**config.mk**
```make
export PLATFORM = sky130hd
export DESIGN_NAME = cssu_top
export DESIGN_NICKNAME = d
export VERILOG_FILES = /design/src/logic/cssu_pkg.sv /design/src/logic/cssu_top.sv
export SDC_FILE = /design/constraint.sdc
export NUM_CORES = 1
export LEC_CHECK = 0
export ABC_AREA = 0
export ABC_CLOCK_PERIOD_IN_PS = 2400
export CORE_AREA = 2 2 105 81
export CTS_CLUSTER_DIAMETER = 100
export DETAILED_ROUTE_END_ITERATION = 8
export DIE_AREA = 0 0 107 83
export DONT_BUFFER_PORTS = 1
export PLACE_DENSITY_LB_ADDON = 0.25
export SLEW_MARGIN = 25
export SYNTH_ARGS = -nofsm -noshare
export SYNTH_HDL_FRONTEND = slang
export SYNTH_SLANG_ARGS = --single-unit
```
**constraint.sdc**
```tcl
create_clock -name clk -period 2.4 [get_ports clk]
set_clock_uncertainty 0.05 [all_clocks]
set_input_delay 0.12 -clock clk [delete_from_list [all_inputs] [get_ports clk]]
set_output_delay 0.12 -clock clk [all_outputs]
set_load 0.01 [all_outputs]
```
**src/logic/cssu_pkg.sv**
```systemverilog
// Constants, types and fuse decode tables for the clock source select and start-up block.
// Assumes one 20 MHz system clock; source and watchdog ticks arrive as pin-level toggles.
// Operation
// - Decode four fuse bits into clock source
// - Fuse one means unprogrammed, zero programmed
// - Wake start-up counted in source cycles
// - Reset adds none, 4K or 64K watchdog cycles
// - Factory default fuses 0001 and 10
// - Crystal range from upper three fuse bits
// - Crystal start-up table, lowest bit zero
// - Crystal start-up table, lowest bit one
// - Each clock domain gated on its own
// - Core clock gate halts core work
// - Async interrupt detect with peripheral clock off
// - Two-wire address match with peripheral clock off
// - Program memory clock follows core clock
// - Async timer clock runs during sleep
// - Converter clock runs with core stopped
package cssu_pkg;
	// Clock source kinds
	typedef enum logic [2:0] {
		CSSU_SRC_EXT_CLK = 3'h0,
		CSSU_SRC_INT_RC = 3'h1,
		CSSU_SRC_EXT_RC = 3'h2,
		CSSU_SRC_LF_XTAL = 3'h3,
		CSSU_SRC_XTAL = 3'h4
	} cssu_src_e;
	// Crystal amplifier range
	typedef enum logic [1:0] {
		CSSU_RNG_LOW = 2'h0,
		CSSU_RNG_MID = 2'h1,
		CSSU_RNG_HIGH = 2'h2,
		CSSU_RNG_WIDE = 2'h3
	} cssu_rng_e;
	// Reset delay selection
	typedef enum logic [1:0] {
		CSSU_DLY_NONE = 2'h0,
		CSSU_DLY_SHORT = 2'h1,
		CSSU_DLY_LONG = 2'h2
	} cssu_dly_e;
	// Fuse bundle
	typedef struct packed {
		logic [3:0] clock_source_select_fuses;
		logic [1:0] startup_time_fuses;
		logic oscillator_swing_option_fuse;
	} cssu_fuse_s;
	// Domain gate bundle from sleep control
	typedef struct packed {
		logic core_run;
		logic periph_run;
		logic async_run;
		logic conv_run;
	} cssu_gate_s;
	// Fuse value meaning unprogrammed
	localparam logic CSSU_FUSE_UNPROG = 1'h1;
	// Factory default fuse values
	localparam logic [3:0] CSSU_DEF_CKSRC = 4'h1;
	localparam logic [1:0] CSSU_DEF_START = 2'h2;
	// Source decode boundaries
	localparam logic [3:0] CSSU_XTAL_MIN = 4'ha;
	localparam logic [3:0] CSSU_LF_CODE = 4'h9;
	localparam logic [3:0] CSSU_ERC_MIN = 4'h5;
	localparam logic [3:0] CSSU_IRC_MIN = 4'h1;
	// Crystal range codes on upper three bits
	localparam logic [2:0] CSSU_RNG_CODE_LOW = 3'h5;
	localparam logic [2:0] CSSU_RNG_CODE_MID = 3'h6;
	// Start-up cycle counts in source cycles
	localparam logic [14:0] CSSU_SU_258 = 15'h0102;
	localparam logic [14:0] CSSU_SU_1K = 15'h0400;
	localparam logic [14:0] CSSU_SU_16K = 15'h4000;
	localparam logic [14:0] CSSU_SU_OTHER = 15'h0006;
	// Reset delays in watchdog cycles
	localparam logic [16:0] CSSU_WD_SHORT = 17'h01000;
	localparam logic [16:0] CSSU_WD_LONG = 17'h10000;
endpackage : cssu_pkg

```
**src/logic/cssu_top.sv**
```systemverilog
// Clock source decode, start-up sequencing and per-domain clock gate enables.
// Assumes fuses are static after reset; source and watchdog ticks are asynchronous pin levels.
module cssu_top (
	input wire logic clk,
	input wire logic rst,
	input wire cssu_pkg::cssu_fuse_s fuses,
	input wire logic wake_req,
	input wire cssu_pkg::cssu_gate_s gates,
	input wire logic src_osc,
	input wire logic wdog_osc,
	input wire logic ext_int_async,
	input wire logic twi_addr_match_async,
	output cssu_pkg::cssu_src_e clock_source,
	output cssu_pkg::cssu_rng_e osc_range,
	output logic core_clock,
	output logic peripheral_clock,
	output logic program_memory_clock,
	output logic async_timer_clock,
	output logic converter_clock,
	output logic wake_event,
	output logic startup_busy
);
	import cssu_pkg::*;

	// Sequencer states
	typedef enum logic [3:0] {
		S_RUN = 4'h1,
		S_OSC = 4'h2,
		S_WDOG = 4'h4,
		S_SLEEP = 4'h8
	} cssu_st_e;

	cssu_st_e st_ff; // Sequencer state
	cssu_st_e nxt_st;
	logic [2:0] src_sync_ff; // Oscillator pin synchroniser plus history
	logic [2:0] wd_sync_ff; // Watchdog pin synchroniser plus history
	logic [1:0] irq_sync_ff; // Async interrupt synchroniser
	logic [1:0] twi_sync_ff; // Address match synchroniser
	logic [14:0] osc_cnt_ff; // Source cycles left
	logic [16:0] wd_cnt_ff; // Watchdog cycles left
	logic from_reset_ff; // Reset delay still owed
	cssu_src_e nxt_src;
	cssu_rng_e nxt_rng;
	cssu_dly_e dly_sel;
	logic [14:0] su_cycles;
	logic src_tick;
	logic wd_tick;
	logic [16:0] wd_load;
	logic osc_armed_ff; // Low only on the first edge after reset

	// Edge detect reads only the second and third stages
	always_ff @(posedge clk or posedge rst) begin
		if (rst) begin
			src_sync_ff <= 3'h0;
			wd_sync_ff <= 3'h0;
		end else begin
			src_sync_ff <= {src_sync_ff[1:0], src_osc};
			wd_sync_ff <= {wd_sync_ff[1:0], wdog_osc};
		end
	end
	assign src_tick = src_sync_ff[1] & ~src_sync_ff[2];
	assign wd_tick = wd_sync_ff[1] & ~wd_sync_ff[2];

	// Interrupt and address match synchronisers
	always_ff @(posedge clk or posedge rst) begin
		if (rst) begin
			irq_sync_ff <= 2'h0;
			twi_sync_ff <= 2'h0;
		end else begin
			irq_sync_ff <= {irq_sync_ff[0], ext_int_async};
			twi_sync_ff <= {twi_sync_ff[0], twi_addr_match_async};
		end
	end

	// Source decode; fuse value one is unprogrammed, so codes compare as printed
	always_comb begin
		if (fuses.clock_source_select_fuses >= CSSU_XTAL_MIN) begin
			nxt_src = CSSU_SRC_XTAL;
		end else if (fuses.clock_source_select_fuses == CSSU_LF_CODE) begin
			nxt_src = CSSU_SRC_LF_XTAL;
		end else if (fuses.clock_source_select_fuses >= CSSU_ERC_MIN) begin
			nxt_src = CSSU_SRC_EXT_RC;
		end else if (fuses.clock_source_select_fuses >= CSSU_IRC_MIN) begin
			nxt_src = CSSU_SRC_INT_RC;
		end else begin
			nxt_src = CSSU_SRC_EXT_CLK;
		end
	end

	// Amplifier range; programmed swing fuse gives the wide range
	always_comb begin
		if (fuses.oscillator_swing_option_fuse != CSSU_FUSE_UNPROG) begin
			nxt_rng = CSSU_RNG_WIDE;
		end else if (fuses.clock_source_select_fuses[3:1] == CSSU_RNG_CODE_LOW) begin
			nxt_rng = CSSU_RNG_LOW;
		end else if (fuses.clock_source_select_fuses[3:1] == CSSU_RNG_CODE_MID) begin
			nxt_rng = CSSU_RNG_MID;
		end else begin
			nxt_rng = CSSU_RNG_HIGH;
		end
	end

	// Start-up table; only the crystal table is decoded, other sources use a short fixed count
	always_comb begin
		su_cycles = CSSU_SU_OTHER;
		dly_sel = CSSU_DLY_LONG;
		if (nxt_src == CSSU_SRC_XTAL) begin
			unique case ({fuses.clock_source_select_fuses[0], fuses.startup_time_fuses})
				3'h0: begin su_cycles = CSSU_SU_258; dly_sel = CSSU_DLY_SHORT; end
				3'h1: begin su_cycles = CSSU_SU_258; dly_sel = CSSU_DLY_LONG; end
				3'h2: begin su_cycles = CSSU_SU_1K; dly_sel = CSSU_DLY_NONE; end
				3'h3: begin su_cycles = CSSU_SU_1K; dly_sel = CSSU_DLY_SHORT; end
				3'h4: begin su_cycles = CSSU_SU_1K; dly_sel = CSSU_DLY_LONG; end
				3'h5: begin su_cycles = CSSU_SU_16K; dly_sel = CSSU_DLY_NONE; end
				3'h6: begin su_cycles = CSSU_SU_16K; dly_sel = CSSU_DLY_SHORT; end
				3'h7: begin su_cycles = CSSU_SU_16K; dly_sel = CSSU_DLY_LONG; end
			endcase
		end
	end
	assign wd_load = (dly_sel == CSSU_DLY_LONG) ? CSSU_WD_LONG : CSSU_WD_SHORT;

	// Sequencer: sleep, oscillator start-up, then watchdog delay when coming from reset
	always_comb begin
		nxt_st = st_ff;
		unique case (st_ff)
			S_RUN: if (wake_req == 1'b0 && gates.core_run == 1'b0) nxt_st = S_SLEEP;
			S_SLEEP: if (wake_req) nxt_st = S_OSC;
			S_OSC: begin
				if (osc_cnt_ff == 15'h0) begin
					if (from_reset_ff && dly_sel != CSSU_DLY_NONE) nxt_st = S_WDOG;
					else nxt_st = S_RUN;
				end
			end
			S_WDOG: if (wd_cnt_ff == 17'h0) nxt_st = S_RUN;
			default: nxt_st = S_OSC;
		endcase
	end

	// State register; reset restarts the whole start-up
	always_ff @(posedge clk or posedge rst) begin
		if (rst) st_ff <= S_OSC;
		else st_ff <= nxt_st;
	end

	// Reset-owed flag cleared once the sequence first completes
	always_ff @(posedge clk or posedge rst) begin
		if (rst) from_reset_ff <= 1'b1;
		else if (nxt_st == S_RUN) from_reset_ff <= 1'b0;
	end

	// Arms the start-up count once; a reset value cannot carry the fuse-dependent count
	always_ff @(posedge clk or posedge rst) begin
		if (rst) osc_armed_ff <= 1'b0;
		else osc_armed_ff <= 1'b1;
	end

	// Oscillator cycle counter loaded on the first edge after reset and whenever the sequencer is outside S_OSC
	always_ff @(posedge clk or posedge rst) begin
		if (rst) osc_cnt_ff <= CSSU_SU_16K;
		else if (!osc_armed_ff || st_ff != S_OSC) osc_cnt_ff <= su_cycles;
		else if (src_tick && osc_cnt_ff != 15'h0) osc_cnt_ff <= osc_cnt_ff - 15'h1;
	end

	// Watchdog counter runs only after the oscillator count finished
	always_ff @(posedge clk or posedge rst) begin
		if (rst) wd_cnt_ff <= CSSU_WD_LONG;
		else if (st_ff != S_WDOG) wd_cnt_ff <= wd_load;
		else if (wd_tick && wd_cnt_ff != 17'h0) wd_cnt_ff <= wd_cnt_ff - 17'h1;
	end

	// Decode results registered for clean outputs
	always_ff @(posedge clk or posedge rst) begin
		if (rst) begin
			clock_source <= CSSU_SRC_INT_RC;
			osc_range <= CSSU_RNG_HIGH;
		end else begin
			clock_source <= nxt_src;
			osc_range <= nxt_rng;
		end
	end

	// Domain enables; each gated on its own, but sleep always stops core, program memory and peripheral
	always_ff @(posedge clk or posedge rst) begin
		if (rst) begin
			core_clock <= 1'b0;
			program_memory_clock <= 1'b0;
			peripheral_clock <= 1'b0;
			async_timer_clock <= 1'b0;
			converter_clock <= 1'b0;
			startup_busy <= 1'b1;
		end else begin
			core_clock <= (nxt_st == S_RUN) && gates.core_run;
			program_memory_clock <= (nxt_st == S_RUN) && gates.core_run;
			peripheral_clock <= (nxt_st == S_RUN) && gates.periph_run;
			async_timer_clock <= gates.async_run;
			converter_clock <= gates.conv_run;
			startup_busy <= (nxt_st == S_OSC) || (nxt_st == S_WDOG);
		end
	end

	// Async interrupt or address match wakes even with peripheral clock off
	always_ff @(posedge clk or posedge rst) begin
		if (rst) wake_event <= 1'b0;
		else wake_event <= (st_ff == S_SLEEP) && (irq_sync_ff[1] || twi_sync_ff[1]);
	end
endmodule : cssu_top

```
==> summary.md <==
| Metric | Value |
|---|---|
| Status | completed |
| Post-Syn Area | 0.003065 mm^2 |
| Ys async rst share | 1.000 |
| Grt total ovfl | 0 |
| Vias/cell | 5.787 |
| First-pass GRT wire length | 12,680 um |
| PD cells | 652.6 mW/mm^2 |
| Initial antenna violation count | 0 |
| Final setup viols | 0 |
| Area after DPL | 0.003293 mm^2 |
| Root cell of the clock tree | clkbuf_8 |
| Core ar. | 0.007812 mm^2 |
| Maximum Capacitance Violations | 0 |
| Commonest non-fill, non-tap cell in the layout | dfrtp_1 |
| Reg2Reg Setup Slack | 100 ps |
| Largest net degree at the start of global routing | 31 |
| CP Max Fanout | 9 |
| DR top layer | met4 |
| CP endpoint | osc_cnt_ff[8]$_DFFE_PP0P_ |
| Met3 routed WL | 410 um |
| Cells after synthesis | 312 |
| EDFF count, synth | 0 |
| Synthesis Warnings | 0 |
| Ys flop type | dfrtp_1 |
| Worst setup EP type | register |
| CTS clk-pin slew, worst paths | 60 ps |
| Post-Route WL | 7510 um |
| Final slew viol count | 0 |
| Post-DP HPWL | 5246 um |
| Ratio of cells with drive above 1 in the final layout | 0.1657 |
| Clock Latency Late Sink | 350 ps |
| Commonest non-fill, non-tap cells in the layout | 52 x dfrtp_1, 26 x a21oi_1, 21 x dlygate4sd3_1, 21 x buf_4, 18 x or4_1 |
| Fin. Hold Viols | 0 |
| LEAKAGE | 1.590 nW |
| Post-Syn Nets | 336 |
| Reg2Reg Launch Point | osc_cnt_ff[2]$_DFFE_PP0P_ |
| Vias post-DR | 2,668 |
| Met2 WL | 3199 um |
| Antenna diodes | 0 |
| Setup TNS | 0 ps |
| Gp weighted congestion | 0.8022 |
| DRT Pass-1 Iters | 4 |
| I/O pin count | 30 |
| Max-slew headroom | 0.5761 |
| Reg2reg path depth | 4 |
| Metal-1 WL | 3820 um |
| Fmax | 435.5 MHz |
| DIE AREA | 0.008881 mm^2 |
| Final period utilization | 0.9569 |
| Crit Path Category | reg2reg |
| Initial Utilization | 0.3924 |
| Register area share after synthesis | 0.4845 |
| WL/cell | 16.29 um |
| Detail Route Antenna Nets | 0 |
| Slew @ Worst Pin | 634.9 ps |
| Number of global-route vias before repair | 2,483 |
| H-tree depth | 3 |
| CTS tree | built |
| Worst Path Required | 2570 ps |
| Top cells by area, synth | dfrtp_1 42%, dfstp_2 6.0%, or4_1 4.7% |
| RSZ-0062 raised after global routing | no |
| Total track usage | 0.1828 |
| FF+latch count, synth | 59 |
| FF-to-FF End | osc_cnt_ff[8]$_DFFE_PP0P_ |
| Die width | 107 um |
| Setup slack at placement | 30.90 ps |
| Synth unique cells | 55 |
| Worst Hold Class | in2reg |
| Residual DRC | 0 |
| Yosys top cell by area | dfrtp_1 |
| Nets | 375 |
| Die Y | 83 um |
| Clock sink total | 59 |
| Site Rows | 28 |
| Synth top area share | 0.4245 |
| IO Port Bufs | 0 |
| Drt initial violations | 169 |
| Clock buffer depth | 2 |
| Setup WS post-layout | 103.6 ps |
| WP data arrival | 2470 ps |
| Area delta synth->final | 20.49% |
| Worst setup path startpoint | osc_cnt_ff[2]$_DFFE_PP0P_ |
| Syn Area/Cell | 9.825 um^2 |
| Post-route cell area | 0.003694 mm^2 |
| CTS Buf Count | 9 |
| CP Launch Type | register |
| Tmin final | 2296 ps |
| VDD IR max | 0.3369 mV |
[where the power goes]
part	switching [W]	total, W	internal [W]
registers	0.0000655	0.00113	0.00107
logic	0.000258	0.000463	0.000205
clock network	0.000387	0.000813	0.000426
total	0.000710	0.00241	0.00170
[critical path: stages (launching register included)]
cell and delay (ps):
dfrtp_1 420, or4_4 580, or3_1 500, o311a_1 370
a221o_1 260
[layout make-up]
type	count	area (um^2)
well taps	105	131.4
clock inverters	3	15.01
inverters	14	52.55
flip-flops and latches	59	1485
fillers	727	4119
repair buffers	42	367.9
clock buffers	13	158.9
multi-input cells	225	1483
[layer usage]
metal,global-route usage,up-vias
met3,0.05416,8
met1,0.2789,1316
met2,0.2391,62
met4,0.06966,0
met5,0,-
li1,-,1282
[worst min path at each step]
stage | start | end | cells past startpoint
final | fuses[3] | osc_cnt_ff[10]$_DFFE_PP0P_ | 4
after floorplan | gates[1] | async_timer_clock$_DFF_PP0_ | 0
after detailed placement | rst | wd_sync_ff[0]$_DFF_PP0_ | 1
after CTS | fuses[3] | osc_cnt_ff[10]$_DFFE_PP0P_ | 4
after global routing | fuses[3] | osc_cnt_ff[10]$_DFFE_PP0P_ | 4
after global placement | rst | async_timer_clock$_DFF_PP0_ | 1
[cells in the mapped netlist, types with 2 or more instances]
cell / number
nor4b_1: 4
o41ai_1: 5
a21boi_0: 2
nand2_1: 14
dfrtp_1: 52
nand3_1: 9
a41o_1: 3
a21oi_1: 26
or2_2: 6
dfstp_2: 7
a311oi_1: 2
nor2_1: 16
or4b_2: 4
o21ai_0: 17
or3_1: 8
o31ai_1: 8
nand2b_1: 7
or4_1: 19
nor3b_1: 4
buf_2: 4
ha_1: 6
nor4_1: 12
or4b_1: 2
o22ai_1: 3
nor4_2: 2
clkbuf_1: 9
nor3_1: 10
a31oi_1: 4
inv_1: 14
nor2b_1: 5
nand4b_1: 4
[logic make-up (layout without fill, tap and decap cells)]
group / after synthesis / in the layout / synth area share
fa+ha+maj: 6 / 6 / 0.02449
buf+inv: 28 / 72 / 0.03714
mux: 1 / 1 / 0.003265
xor+xnor: 1 / 1 / 0.002858
other cells: 1 / 1 / 0.001223
compound gates: 83 / 83 / 0.1763
simple gates: 133 / 133 / 0.2702
flops: 59 / 59 / 0.4845
[through the flow]
step	util	std cells	power, W	hold slack (ps)
final	0.4728	461	0.002410	11.10
after global routing	0.4728	461	0.002556	55.46
after CTS	0.4707	461	0.002425	5.038
after detailed placement	0.4215	424	0.001564	90.26
after global placement	0.4215	424	0.001558	89.32
after floorplan	-	312	0.001432	101.4
[state kept, by name, indices dropped and copies added, names as in the netlist]
signal and flops:
src_sync_ff 3, irq_sync_ff 2, osc_range 2, from_reset_ff 1
osc_armed_ff 1, twi_sync_ff 2, osc_cnt_ff 15, wd_sync_ff 3
converter_clock 1, wd_cnt_ff 17, async_timer_clock 1, clock_source 3
wake_event 1, program_memory_clock 1, peripheral_clock 1, st_ff 4
startup_busy 1
[timing repair]
action                                  4_1_cts  5_1_grt
gates resized for setup                       0        3
buffers inserted                              0        0
hold buffers                                 21        0
endpoints found under the setup margin        0       14
endpoints found under the hold margin        42        0
Note: power is estimated with default switching activity, not from simulation.
